### src/design/scci_pkg.sv
/*
  constants, types and register map of the serial configuration
  command interpreter.
  assumes a 250 MHz system clock and a byte-wide serial receiver/transmitter.
*/
package scci_pkg;

  // ==========================================================================
  // frame characters
  localparam logic [7:0] CH_STX  = 8'h02;
  localparam logic [7:0] CH_ETX  = 8'h03;
  localparam logic [7:0] CH_ACK  = 8'h06;
  localparam logic [7:0] CH_NAK  = 8'h15;
  localparam logic [7:0] CH_ZERO = 8'h30;
  localparam logic [7:0] CH_NINE = 8'h39;

  // ==========================================================================
  // commands
  localparam int         MAX_DIGITS    = 6;
  localparam logic [2:0] FULL_COUNT    = 3'h6;
  localparam logic [2:0] PARAM_COUNT   = 3'h1;
  localparam logic [23:0] CODE_PROG     = 24'h999999;
  localparam logic [23:0] CODE_DEFAULTS = 24'h999998;
  localparam logic [3:0] LINE_CMD_LEAD = 4'h4;
  localparam logic [1:0] EXIT_BEEPS    = 2'h3;

  // ==========================================================================
  // timing
  localparam longint unsigned GAP_TIME_S  = 20;
  localparam longint unsigned CLK_FREQ_HZ = 250_000_000;
  localparam longint unsigned GAP_CYCLES  = GAP_TIME_S * CLK_FREQ_HZ;

  // ==========================================================================
  // types
  typedef enum logic [2:0] {PAR_NONE, PAR_ODD, PAR_EVEN, PAR_MARK, PAR_SPACE} scci_parity_t;
  typedef enum logic {MODE_RUN, MODE_PROG} scci_mode_t;

  typedef struct packed {
    logic [17:0]  baud;
    scci_parity_t parity;
    logic [1:0]   stop_bits;
    logic [3:0]   data_bits;
  } scci_line_t;

  typedef struct packed {
    logic [3:0]  lead;
    logic [23:0] digits;
    logic [2:0]  count;
  } scci_cmd_t;

  localparam scci_line_t LINE_DEFAULT = '{baud: 18'h02580, parity: PAR_SPACE,
                                          stop_bits: 2'h2, data_bits: 4'h7};

  // ==========================================================================
  // register map
  localparam int         APB_AW     = 8;
  localparam logic [7:0] ADDR_CTRL  = 8'h00;
  localparam logic [7:0] ADDR_STAT  = 8'h04;
  localparam logic [7:0] ADDR_IRQS  = 8'h08;
  localparam logic [7:0] ADDR_IRQM  = 8'h0C;
  localparam logic [7:0] ADDR_PEND  = 8'h10;
  localparam logic [7:0] ADDR_ACT   = 8'h14;
  localparam logic [7:0] ADDR_LAST  = 8'h18;

  localparam int   CTRL_EN_BIT   = 0;
  localparam logic CTRL_EN_RESET = 1'b1;
  localparam int   ST_PROG_BIT   = 0;
  localparam int   ST_PEND_BIT   = 1;
  localparam int   ST_TXBUSY_BIT = 2;

  localparam int IRQ_ENTER   = 0;
  localparam int IRQ_EXIT    = 1;
  localparam int IRQ_NAK     = 2;
  localparam int IRQ_TIMEOUT = 3;
  localparam int IRQ_DEFAULT = 4;
  localparam int IRQ_LINECMD = 5;
  localparam int IRQ_W       = 6;
  localparam logic [5:0] IRQ_RESET = 6'h00;

endpackage

### src/design/scci_top.sv
/*
  serial configuration command interpreter with apb register slave.
  assumes the uart delivers received bytes as one-cycle pulses and
  accepts a byte on tx_valid and tx_ready; all inputs are synchronous.
*/
// What this block does
// - a command is start-of-text, ascii digits, then end-of-text.
// - digits are bytes 30h to 39h, decoded back to numerals.
// - a framed, recognised command in programming mode answers one ack byte.
// - a bad command in programming mode, including a non-digit like colon, answers one nak byte.
// - after a nak the session is dropped; host restarts with entry command.
// - in programming mode motor, laser and decoding are held off.
// - a 20 s gap between commands in programming mode gives nak and exit.
// - six nines outside programming mode enters it with an ack.
// - six nines inside programming mode leaves it with ack and three beeps.
// - current line settings serve programming; reset gives 9600, space, 2, 7.
// - line setting changes are held pending until six nines leave programming mode; a nak or gap timeout drops them.
// - five nines and an eight in programming mode restore factory defaults and ack.
// - each parameter digit comes as its own frame and is acked.
`timescale 1ns/1ns
module scci_top #(
  parameter longint unsigned GAP_CYCLES = scci_pkg::GAP_CYCLES
) (
  input  wire logic                     SYS_CLK,
  input  wire logic                     RST,
  input  wire logic                     PSEL,
  input  wire logic                     PENABLE,
  input  wire logic                     PWRITE,
  input  wire logic [scci_pkg::APB_AW-1:0] PADDR,
  input  wire logic [31:0]              PWDATA,
  output logic      [31:0]              PRDATA,
  output logic                          PREADY,
  output logic                          PSLVERR,
  input  wire logic                     RX_VALID,
  input  wire logic [7:0]               RX_DATA,
  output logic                          TX_VALID,
  output logic      [7:0]               TX_DATA,
  input  wire logic                     TX_READY,
  output logic                          PROG_MODE,
  output logic                          MOTOR_EN,
  output logic                          LASER_EN,
  output logic                          DECODE_EN,
  output logic                          BEEP_STB,
  output logic      [1:0]               BEEP_COUNT,
  output logic                          DEFAULTS_STB,
  output logic                          CMD_VALID,
  output logic                          CMD_LINE,
  output scci_pkg::scci_cmd_t           CMD_DATA,
  output scci_pkg::scci_line_t          LINE_CFG,
  output logic                          IRQ
);
  import scci_pkg::*;

  localparam int GAP_W = $clog2(GAP_CYCLES + 1);

  // ==========================================================================
  // parameter check
  generate
    if (GAP_CYCLES < 2) begin : g_bad_gap
      $error("gap count too small");
    end
  endgenerate

  // ==========================================================================
  // state
  scci_mode_t       mode_reg;
  scci_mode_t       mode_next;
  logic [GAP_W-1:0] gap_cnt_reg;
  logic [GAP_W-1:0] gap_cnt_next;
  scci_line_t       pend_reg;
  scci_line_t       pend_next;
  scci_line_t       act_reg;
  scci_cmd_t        last_cmd_reg;
  logic             ctrl_en_reg;
  logic [IRQ_W-1:0] irq_stat_reg;
  logic [IRQ_W-1:0] irq_stat_next;
  logic [IRQ_W-1:0] irq_mask_reg;
  logic [IRQ_W-1:0] irq_mask_next;
  logic [31:0]      prdata_reg;
  logic             pready_reg;
  logic             pslverr_reg;
  logic             tx_valid_reg;
  logic [7:0]       tx_data_reg;
  logic             prog_reg;
  logic             scan_en_reg;
  logic             beep_stb_reg;
  logic [1:0]       beep_cnt_reg;
  logic             dflt_stb_reg;
  logic             cmd_valid_reg;
  logic             cmd_line_reg;
  scci_cmd_t        cmd_data_reg;
  logic             irq_reg;
  scci_cmd_t        fr_cmd;
  logic             fr_done;
  logic             fr_bad;

  // ==========================================================================
  // framer
  scci_framer u_framer (
    .clk      (SYS_CLK),
    .rst      (RST),
    .rx_valid (RX_VALID),
    .rx_data  (RX_DATA),
    .cmd      (fr_cmd),
    .done     (fr_done),
    .bad      (fr_bad)
  );

  // ==========================================================================
  // command decode
  wire in_prog  = (mode_reg == MODE_PROG);
  wire fd       = fr_done && ctrl_en_reg;
  wire good     = !fr_bad && (fr_cmd.count != 3'h0);
  wire full     = good && (fr_cmd.count == FULL_COUNT);
  wire is_prog  = full && (fr_cmd.digits == CODE_PROG);
  wire is_dflt  = full && (fr_cmd.digits == CODE_DEFAULTS);
  wire gap_hit  = in_prog && !fd && (gap_cnt_reg == GAP_W'(GAP_CYCLES - 1));
  wire ev_enter = !in_prog && fd && is_prog;
  wire ev_exit  = in_prog && fd && is_prog;
  wire ev_bad   = in_prog && fd && !good;
  wire ev_abort = ev_bad || gap_hit;
  wire ev_dflt  = in_prog && fd && is_dflt;
  wire ev_cmd   = in_prog && fd && good && !is_prog && !is_dflt;
  wire ev_line  = ev_cmd && (fr_cmd.lead == LINE_CMD_LEAD);
  wire tx_load  = ev_enter || (in_prog && fd) || gap_hit;
  wire [7:0] tx_code = ev_abort ? CH_NAK : CH_ACK;

  assign mode_next = (ev_enter) ? MODE_PROG :
                     (ev_exit || ev_abort) ? MODE_RUN : mode_reg;

  // gap restarts at each command; only counts in programming mode
  assign gap_cnt_next = (!in_prog || fd || gap_hit) ? '0 : gap_cnt_reg + GAP_W'(1);

  // ==========================================================================
  // apb decode
  wire setup   = PSEL && !PENABLE;
  wire access  = PSEL && PENABLE && pready_reg;
  wire sel_ctrl = (PADDR == ADDR_CTRL);
  wire sel_stat = (PADDR == ADDR_STAT);
  wire sel_irqs = (PADDR == ADDR_IRQS);
  wire sel_irqm = (PADDR == ADDR_IRQM);
  wire sel_pend = (PADDR == ADDR_PEND);
  wire sel_act  = (PADDR == ADDR_ACT);
  wire sel_last = (PADDR == ADDR_LAST);
  wire hit      = sel_ctrl || sel_stat || sel_irqs || sel_irqm || sel_pend || sel_act
                  || sel_last;
  wire wr       = access && PWRITE && !pslverr_reg;
  wire pend_differs = (pend_reg != act_reg);

  wire [31:0] rd_status = (32'(in_prog) << ST_PROG_BIT) | (32'(pend_differs) << ST_PEND_BIT)
                          | (32'(tx_valid_reg) << ST_TXBUSY_BIT);
  wire [31:0] rd_data = sel_ctrl ? (32'(ctrl_en_reg) << CTRL_EN_BIT) :
                        sel_stat ? rd_status :
                        sel_irqs ? 32'(irq_stat_reg) :
                        sel_irqm ? 32'(irq_mask_reg) :
                        sel_pend ? 32'(pend_reg) :
                        sel_act  ? 32'(act_reg) :
                        sel_last ? 32'(last_cmd_reg) : 32'h00000000;

  // hardware events win over a software write to the pending settings
  assign pend_next = (ev_dflt) ? LINE_DEFAULT :
                     (ev_abort) ? act_reg :
                     (wr && sel_pend) ? scci_line_t'(PWDATA[$bits(scci_line_t)-1:0]) :
                     pend_reg;

  wire [IRQ_W-1:0] irq_set = (IRQ_W'(ev_enter) << IRQ_ENTER) | (IRQ_W'(ev_exit) << IRQ_EXIT)
                           | (IRQ_W'(ev_bad) << IRQ_NAK) | (IRQ_W'(gap_hit) << IRQ_TIMEOUT)
                           | (IRQ_W'(ev_dflt) << IRQ_DEFAULT) | (IRQ_W'(ev_line) << IRQ_LINECMD);
  wire [IRQ_W-1:0] irq_clr = (wr && sel_irqs) ? PWDATA[IRQ_W-1:0] : '0;
  // set wins over a write-one clear in the same cycle
  assign irq_stat_next = (irq_stat_reg & ~irq_clr) | irq_set;
  assign irq_mask_next = (wr && sel_irqm) ? PWDATA[IRQ_W-1:0] : irq_mask_reg;

  // ==========================================================================
  // apb slave: one cycle setup, access answered at once
  always_ff @(posedge SYS_CLK or posedge RST) begin
    if (RST) begin
      pready_reg  <= 1'b0;
      pslverr_reg <= 1'b0;
      prdata_reg  <= 32'h00000000;
    end else begin
      pready_reg  <= setup;
      pslverr_reg <= setup && !hit;
      if (setup && !PWRITE) begin
        prdata_reg <= rd_data;
      end
    end
  end

  always_ff @(posedge SYS_CLK or posedge RST) begin
    if (RST) begin
      ctrl_en_reg  <= CTRL_EN_RESET;
      irq_stat_reg <= IRQ_RESET;
      irq_mask_reg <= IRQ_RESET;
      irq_reg      <= 1'b0;
    end else begin
      if (wr && sel_ctrl) begin
        ctrl_en_reg <= PWDATA[CTRL_EN_BIT];
      end
      irq_stat_reg <= irq_stat_next;
      irq_mask_reg <= irq_mask_next;
      irq_reg      <= |(irq_stat_next & irq_mask_next);
    end
  end

  // ==========================================================================
  // mode, line settings, gap timer
  always_ff @(posedge SYS_CLK or posedge RST) begin
    if (RST) begin
      mode_reg    <= MODE_RUN;
      prog_reg    <= 1'b0;
      scan_en_reg <= 1'b1;
      gap_cnt_reg <= '0;
      pend_reg    <= LINE_DEFAULT;
      act_reg     <= LINE_DEFAULT;
    end else begin
      mode_reg    <= mode_next;
      prog_reg    <= (mode_next == MODE_PROG);
      scan_en_reg <= (mode_next == MODE_RUN);
      gap_cnt_reg <= gap_cnt_next;
      pend_reg    <= pend_next;
      if (ev_exit) begin
        act_reg <= pend_reg;
      end
    end
  end

  // ==========================================================================
  // answers and strobes
  always_ff @(posedge SYS_CLK or posedge RST) begin
    if (RST) begin
      tx_valid_reg  <= 1'b0;
      tx_data_reg   <= 8'h00;
      beep_stb_reg  <= 1'b0;
      beep_cnt_reg  <= 2'h0;
      dflt_stb_reg  <= 1'b0;
      cmd_valid_reg <= 1'b0;
      cmd_line_reg  <= 1'b0;
      cmd_data_reg  <= '0;
      last_cmd_reg  <= '0;
    end else begin
      // a new answer replaces one the uart has not yet taken
      if (tx_load) begin
        tx_valid_reg <= 1'b1;
        tx_data_reg  <= tx_code;
      end else if (TX_READY) begin
        tx_valid_reg <= 1'b0;
      end
      beep_stb_reg  <= ev_exit;
      if (ev_exit) begin
        beep_cnt_reg <= EXIT_BEEPS;
      end
      dflt_stb_reg  <= ev_dflt;
      cmd_valid_reg <= ev_cmd;
      cmd_line_reg  <= ev_line;
      if (ev_cmd) begin
        cmd_data_reg <= fr_cmd;
      end
      if (fd) begin
        last_cmd_reg <= fr_cmd;
      end
    end
  end

  // ==========================================================================
  // outputs
  assign PRDATA       = prdata_reg;
  assign PREADY       = pready_reg;
  assign PSLVERR      = pslverr_reg;
  assign TX_VALID     = tx_valid_reg;
  assign TX_DATA      = tx_data_reg;
  assign PROG_MODE    = prog_reg;
  assign MOTOR_EN     = scan_en_reg;
  assign LASER_EN     = scan_en_reg;
  assign DECODE_EN    = scan_en_reg;
  assign BEEP_STB     = beep_stb_reg;
  assign BEEP_COUNT   = beep_cnt_reg;
  assign DEFAULTS_STB = dflt_stb_reg;
  assign CMD_VALID    = cmd_valid_reg;
  assign CMD_LINE     = cmd_line_reg;
  assign CMD_DATA     = cmd_data_reg;
  assign LINE_CFG     = act_reg;
  assign IRQ          = irq_reg;
endmodule

### src/design/scci_framer.sv
/*
  byte-stream framer: collects the ascii digits between start and end of text.
  assumes one received byte per rx_valid pulse, synchronous to clk.
*/
`timescale 1ns/1ns
module scci_framer (
  input  wire logic          clk,
  input  wire logic          rst,
  input  wire logic          rx_valid,
  input  wire logic [7:0]    rx_data,
  output scci_pkg::scci_cmd_t cmd,
  output logic               done,
  output logic               bad
);
  import scci_pkg::*;

  // ==========================================================================
  // decode
  function automatic logic is_digit(input logic [7:0] b);
    is_digit = (b >= CH_ZERO) && (b <= CH_NINE);
  endfunction

  logic      in_frame_reg;
  logic      done_reg;
  logic      bad_reg;
  scci_cmd_t cmd_reg;
  wire       is_stx = rx_valid && (rx_data == CH_STX);
  wire       is_etx = rx_valid && (rx_data == CH_ETX);
  wire       is_dig = rx_valid && is_digit(rx_data);
  wire [3:0] nib    = 4'(rx_data - CH_ZERO);
  wire       room   = cmd_reg.count < FULL_COUNT;

  // ==========================================================================
  // frame capture
  always_ff @(posedge clk or posedge rst) begin
    if (rst) begin
      in_frame_reg <= 1'b0;
      done_reg     <= 1'b0;
      bad_reg      <= 1'b0;
      cmd_reg      <= '0;
    end else begin
      done_reg <= 1'b0;
      if (is_stx) begin
        // a fresh start of text restarts a half-received frame
        in_frame_reg <= 1'b1;
        bad_reg      <= 1'b0;
        cmd_reg      <= '0;
      end else if (in_frame_reg && is_etx) begin
        in_frame_reg <= 1'b0;
        done_reg     <= 1'b1;
      end else if (in_frame_reg && is_dig && room) begin
        cmd_reg.digits <= {cmd_reg.digits[19:0], nib};
        cmd_reg.count  <= cmd_reg.count + 3'h1;
        if (cmd_reg.count == 3'h0) begin
          cmd_reg.lead <= nib;
        end
      end else if (in_frame_reg && rx_valid) begin
        bad_reg <= 1'b1;
      end
    end
  end

  assign cmd  = cmd_reg;
  assign done = done_reg;
  assign bad  = bad_reg;
endmodule

### config.mk
export PLATFORM = sky130hd
export DESIGN_NAME = scci_top
export DESIGN_NICKNAME = d
export VERILOG_FILES = /design/src/design/scci_pkg.sv /design/src/design/scci_top.sv /design/src/design/scci_framer.sv
export SDC_FILE = /design/constraint.sdc
export NUM_CORES = 1
export LEC_CHECK = 0
export BUFFER_PORTS_ARGS = -buffer_cell sky130_fd_sc_hd__buf_4
export CAP_MARGIN = 30
export CORE_UTILIZATION = 40
export CTS_CLUSTER_SIZE = 14
export DETAILED_ROUTE_END_ITERATION = 8
export GPL_TIMING_DRIVEN = 1
export PLACE_DENSITY = 0.72
export SLEW_MARGIN = 20
export SYNTH_ARGS = -nofsm -noshare
export SYNTH_HDL_FRONTEND = slang
export SYNTH_SLANG_ARGS = --single-unit
### constraint.sdc
create_clock -name SYS_CLK -period 7.85 [get_ports SYS_CLK]
set_clock_uncertainty 0.1 [all_clocks]
set_input_delay 0.785 -clock SYS_CLK [delete_from_list [all_inputs] [get_ports SYS_CLK]]
set_output_delay 0.785 -clock SYS_CLK [all_outputs]
set_load 0.05 [all_outputs]
# After elaboration in Yosys (flattened, before gate mapping)
# Cells that the tools add are included.
[classes]
addsub = 3
n_lt_le_gt_ge = 3
eq_ne = 16
muxes = 30
bitwise_logic = 12
n_reduce_logical = 71
[op_table]
columns = ["op", "n"]
rows = [
  ["two-way mux 31 bit", 10],
  ["two-way mux 27 bit", 3],
  ["== test 24 bit (second input constant)", 2],
  ["logical AND 1 bit", 36],
  ["adder 33 x 1 -> 33 bit (second input constant)", 1],
  ["== test 33 bit (second input constant)", 1],
  ["two-way mux 33 bit", 1],
  ["!= test 27 bit", 1],
  ["== test 8 x 5 -> 1 bit (second input constant)", 3],
  ["== test 8 x 2 -> 1 bit (second input constant)", 2],
  ["== test 8 x 4 -> 1 bit (second input constant)", 2],
  ["AND 6 bit", 2],
  ["logical OR 1 bit", 12],
  ["two-way mux 1 bit", 12],
  ["two-way mux 6 bit", 2],
  ["logical NOT 1 bit", 10],
  ["nonzero test 2 bit", 5],
  ["== test 8 x 3 -> 1 bit (second input constant)", 1],
  [">= comparator 8 x 6 -> 1 bit (second input constant)", 1],
  ["less-or-equal comparator 8 x 6 -> 1 bit (second input constant)", 1],
  ["logical NOT 8 bit", 1],
  ["inverter 6 bit", 1],
  ["bitwise OR 2 x 3 -> 3 bit", 2],
  ["bitwise OR 5 x 6 -> 6 bit", 1],
  ["other kinds (18)", 22],
]
[word_totals]
regBits = 247
in_bits = 55
out_inout_bits = 112
word_cells = 172

# Longest topological paths before layout
[logic_depth]
word_depth = 13
mapped_depth = 10
ltp_nobuf = 9

# Hierarchy
# From an unflattened synthesis, not the netlist that was laid out.
[hier_totals]
hier_cells = 1075
hier_area_um2 = 11252.0
[modules_own_cells]
columns = ["module", "instances", "cells_each", "area_each_um2"]
rows = [
  ["scci_top", 1, 935, 9805.7],
  ["scci_framer", 1, 140, 1446.4],
]

# Least setup slack after synthesis
# OpenSTA, ideal clock, no wires.
[synth_timing]
path_kind = "input -> register"
start = "in PADDR[1] (netlist name)"
end = "reg irq_reg (netlist: IRQ)"
setup_ns = 0.143
arrival_ns = 2.382
required_time_ns = 7.607
slack_ns = 5.225
stages = 6
n_path_buf = 0
cell_sequence = "nor4_1 > nand2_1 > nor3_4 > mux2_2 > a222oi_1 > nand4_1"
[synth_between]
elab_cells_between_ends = 11
cone_classes = "eq/ne (2); mux (2); bitwise (4); reduce/logical (3)"
[synth_rtl]
columns = ["element", "line_no", "text"]
rows = [
  ["start, declared", "scci_top.sv:29", "input wire logic [scci_pkg::APB_AW-1:0] PADDR,"],
  ["== test 8 x 4 -> 1 bit", "scci_top.sv:141", "wire sel_irqm = (PADDR == ADDR_IRQM);"],
  ["logical AND 1 bit", "scci_top.sv:172", "assign irq_mask_next = (wr && sel_irqm) ? PWDATA[IRQ_W-1:0] : irq_mask_reg;"],
  ["two-way mux 6 bit", "scci_top.sv:172", ""],
  ["net irq_mask_next[4]", "scci_top.sv:78", "logic [IRQ_W-1:0] irq_mask_next;"],
  ["AND 6 bit", "scci_top.sv:202", "irq_reg <= |(irq_stat_next & irq_mask_next);"],
  ["OR reduction 6 bit", "scci_top.sv:202", ""],
  ["end signal, assigned", "scci_top.sv:202", ""],
  ["end, declared", "scci_top.sv:92", "logic irq_reg;"],
]
# The timed path passes the listed nets, and every way through them passes these cells.
# A chain may end at the register's enable or synchronous reset.

# Worst setup path after layout
[layout_timing]
start = "reg u_framer.cmd_reg, in the netlist u_framer.cmd[0]"
end = "reg irq_reg (netlist: IRQ)"
[layout_between]
elab_cells_between_ends = 25
cone_classes = "eq/ne (1); bitwise (7); reduce/logical (17)"
[layout_rtl]
columns = ["element", "line_no", "text"]
rows = [
  ["start, declared", "scci_framer.sv:26", "scci_cmd_t cmd_reg;"],
  ["nonzero test 3 bit", "scci_top.sv:113", "wire good = !fr_bad && (fr_cmd.count != 3'h0);"],
  ["logical AND 1 bit", "scci_top.sv:113", ""],
  ["logical AND 1 bit", "scci_top.sv:114", "wire full = good && (fr_cmd.count == FULL_COUNT);"],
  ["logical AND 1 bit", "scci_top.sv:115", "wire is_prog = full && (fr_cmd.digits == CODE_PROG);"],
  ["logical NOT 1 bit", "scci_top.sv:123", "wire ev_cmd = in_prog && fd && good && !is_prog && !is_dflt;"],
  ["logical AND 1 bit", "scci_top.sv:123", ""],
  ["logical AND 1 bit *", "scci_top.sv:123", ""],
  ["logical AND 1 bit *", "scci_top.sv:124", "wire ev_line = ev_cmd && (fr_cmd.lead == LINE_CMD_LEAD);"],
  ["bitwise OR 5 x 6 -> 6 bit *", "scci_top.sv:168", "| (IRQ_W'(ev_dflt) << IRQ_DEFAULT) | (IRQ_W'(ev_line) << IRQ_LINECMD);"],
  ["bitwise OR 6 bit *", "scci_top.sv:171", "assign irq_stat_next = (irq_stat_reg & ~irq_clr) | irq_set;"],
  ["net irq_stat_next[5]", "scci_top.sv:76", "logic [IRQ_W-1:0] irq_stat_next;"],
  ["AND 6 bit *", "scci_top.sv:202", ""],
  ["OR reduction 6 bit *", "scci_top.sv:202", ""],
]
# The timed path passes the listed nets; every way through them passes the cells marked *.

==> metrics.md <==
| Metric | Value |
|---|---|
| Seq. cell area | 6060 um2 |
| Core Util, Final | 0.496 |
| Max Cap Violations | 0 |
| Area leader, netlist | dfrtp_1 |
| Final setup vio count | 0 |
| Top post-synthesis cells by area | dfrtp_1, nand2_1, mux2i_1 |
| Hold-fix buffers, CTS | 0 |
| Top-area cell type share of the netlist area | 0.495 |
| Filler cell count | 2495 |
| Critical path's largest stage delay | 450 ps |
| Fin crit period | 2840 ps |
| Post-synth EDFFs | 0 |
| Post-CTS sizing | 0 |
| Status | completed |
| CP Cell Sequence | inv_1 -> ha_1 -> and4bb_2 -> nand4b_2 -> o311ai_4 -> buf_4 -> o2bb2ai_2 -> a222oi_1 -> nand4_1 |
| Cell Area, Synth | 11200 um2 |
| Clock Sinks | 241 |
| CTS tree | done |
| Antenna diodes | 0 |
| Crit. End Element | register |
| Arr. time, crit path | 3120 ps |
| WS Path Type | reg2reg |
| GRT Util Overall | 0.203 |
| Most frequent cell after synthesis | nand2_1 |
| Core area | 27200 um2 |
| Clk_lat worst skew | 550 ps |
| Layout cells sized above 1 | 0.246 |
| Multi-input gate area | 4760 um2 |
| Min-Delay Path Class | in2async |
| RSZ-0062 raised after global routing | false |
| Place WS | 4680 ps |
| Cells after Synth | 1092 |
| CP Max Fanout | 36 |
| Dpl hpwl | 19.7 mm |
| DR pass1 iterations | 5 |
| Number of global-route vias before repair | 8226 |
| Die H | 169 um |
| H-tree Lvls | 1 |
| Worst path top cell family by delay | compound AO/OA/AOI/OAI gates |
| # IOs | 167 |
| Total Die Area | 28600 um2 |
| Rows | 60 |
| Async SR Flop Fraction | 1.00 |
| Routed vias | 8538 |
| Power density over the cells | 191 nW/um2 |
| Final Cycle Share | 0.362 |
| WP buf/inv | 2 |
| Synth cell types | 66 |
| DR DRC count | 0 |
| Critical-path top delay cell | buf_4 |
| Max-slew violations | 0 |
| Largest net degree at the start of global routing | 118 |
| Antenna violations before repair | 0 |
| I/O Buffers | 156 |
| Seq/Total Area, Yosys | 0.542 |
| Mean number of vias per cell | 5.29 |
| Post-CTS Setup Inserts | 0 |
| DRT Wirelength | 28.9 mm |
| Area Overhead vs Synth | 20.8% |
| Final setup margin | 5010 ps |
| Total CTS buffers | 27 |
| Reg2reg setup slack | 5010 ps |
| Post-route ant nets | 0 |
| Synth Register Bits | 241 |
| Worst-margin pin slew | 825 ps |
| GPL Wtd Cong | 0.852 |
| Die width | 169 um |
| Remaining global-route overflow | 0 |
| First-pass GRT wire length | 45.9 mm |
| Clock-pin slew on the worst setup and hold paths | 60 ps |
| LEAKAGE | 6.85 nW |
| Rel. slew slack | 0.450 |
| Clk root buf | clkbuf_16 |
| Synthesized area per cell | 10.2 um2 |
| Max Clk Rate | 0.352 GHz |
| Maximum clock insertion buffer count | 3 |
| CP Launch Type | register |
| Initial DRC count | 821 |
| Worst EP required | 8130 ps |
| Synthesis warning total | 0 |
| Hold WS | 302 ps |
| Peak VDD IR | 0.169 mV |
| Fin nets | 1282 |
| Number of flip-flops in the largest register | 33 |
| Final TNS setup | 0 ps |
| Wire per inst | 17.9 um |
| Most frequent cells after synthesis | nand2_1, dfrtp_1, nor2_1, mux2i_1, o21ai_0 |
| Starting Density | 0.411 |
| Final hold violations | 0 |
| Ys flop type | dfrtp_1 |
-- per-stage QoR --
step | instances | power (mW) | instance area, um2
5_1_grt | 1615 | 2.66 | 13500
3_3_place_gp | 1564 | 1.37 | 12600
3_5_place_dp | 1565 | 1.37 | 12600
6_report | 1615 | 2.57 | 13500
2_1_floorplan | 1096 | 1.33 | 11200
4_1_cts | 1614 | 2.60 | 13500
-- final timing paths --
check / to / startpoint / depth (start not counted)
worst max-delay path: IRQ$_DFF_PP0_ / u_framer.cmd[0]$_DFFE_PP0P_ / 9
worst min-delay path: PRDATA[10]$_DFFE_PP0P_ / RST / 2
worst max register to register: IRQ$_DFF_PP0_ / u_framer.cmd[0]$_DFFE_PP0P_ / 9
worst min register to register: LINE_CFG[2]$_DFFE_PP1P_ / pend_reg[2]$_DFFE_PP1P_ / 2
max in group asynchronous: u_framer.cmd[2]$_DFFE_PP0P_ / RST / 3
min in group SYS_CLK: TX_VALID$_DFFE_PP0P_ / TX_READY / 2
-- cells by family (layout without fill, tap and decap cells) --
family,after synthesis,count (layout),synth area share
mux,100,100,0.0958
simple gates,459,459,0.187
buf+inv,83,230,0.0354
flops,241,241,0.542
compound gates,149,149,0.0919
fa+ha+maj,4,4,0.00448
xor+xnor,55,55,0.0431
other cells,1,5,0.000336
-- layer usage --
metal | vias to the layer above | share of wire | wire length (um) | track usage
met2 | 301 | 0.44 | 12700 | 0.301
met4 | 0 | 0.025 | 712 | 0.0599
met1 | 4205 | 0.48 | 13800 | 0.307
met5 | - | 0 | 0 | 0
met3 | 50 | 0.059 | 1690 | 0.0283
li1 | 3982 | - | - | -
-- report_power, final --
part | leakage, nW | internal, mW | switching, mW | total (mW)
clock | 0.435 | 0.717 | 0.507 | 1.22
sequential | 3.28 | 1.25 | 0.00649 | 1.25
combinational | 3.14 | 0.0310 | 0.0634 | 0.0944
-- cell type report --
class / count / area share
clock buffer: 38 / 0.0569
clock inverter: 11 / 0.00733
inverter: 11 / 0.00362
multi-input combinational: 772 / 0.353
sequential: 241 / 0.449
tap: 372 / 0.0345
timing repair buffer: 170 / 0.0958
-- layout by cell type, fill, tap and decap left out, types with 8 or more instances in the layout --
| cell type | n |
|---|---|
| buf_4 | 168 |
| mux2i_1 | 54 |
| a22o_1 | 22 |
| xor2_1 | 49 |
| dfrtp_1 | 221 |
| nor2_1 | 75 |
| clkbuf_16 | 27 |
| inv_1 | 9 |
| clkinv_2 | 8 |
| nand4_1 | 11 |
| a21oi_1 | 30 |
| nor4_1 | 14 |
| mux2_2 | 44 |
| nand2_1 | 272 |
| and3_1 | 9 |
| o211a_1 | 18 |
| a31oi_1 | 9 |
| nand3_1 | 26 |
| dfstp_2 | 20 |
| o21ai_0 | 50 |
-- worst register-to-register path: cells and delay by family (launching register included) --
kind,cells,cell delay [ps]
adder cells (fa/ha/maj),1,180
AO/OA/AOI/OAI,3,760
flip-flops,1,400
AND/OR/NAND/NOR,3,640
buffers and inverters,2,610
No activity file was read; power rests on OpenSTA's default activity.
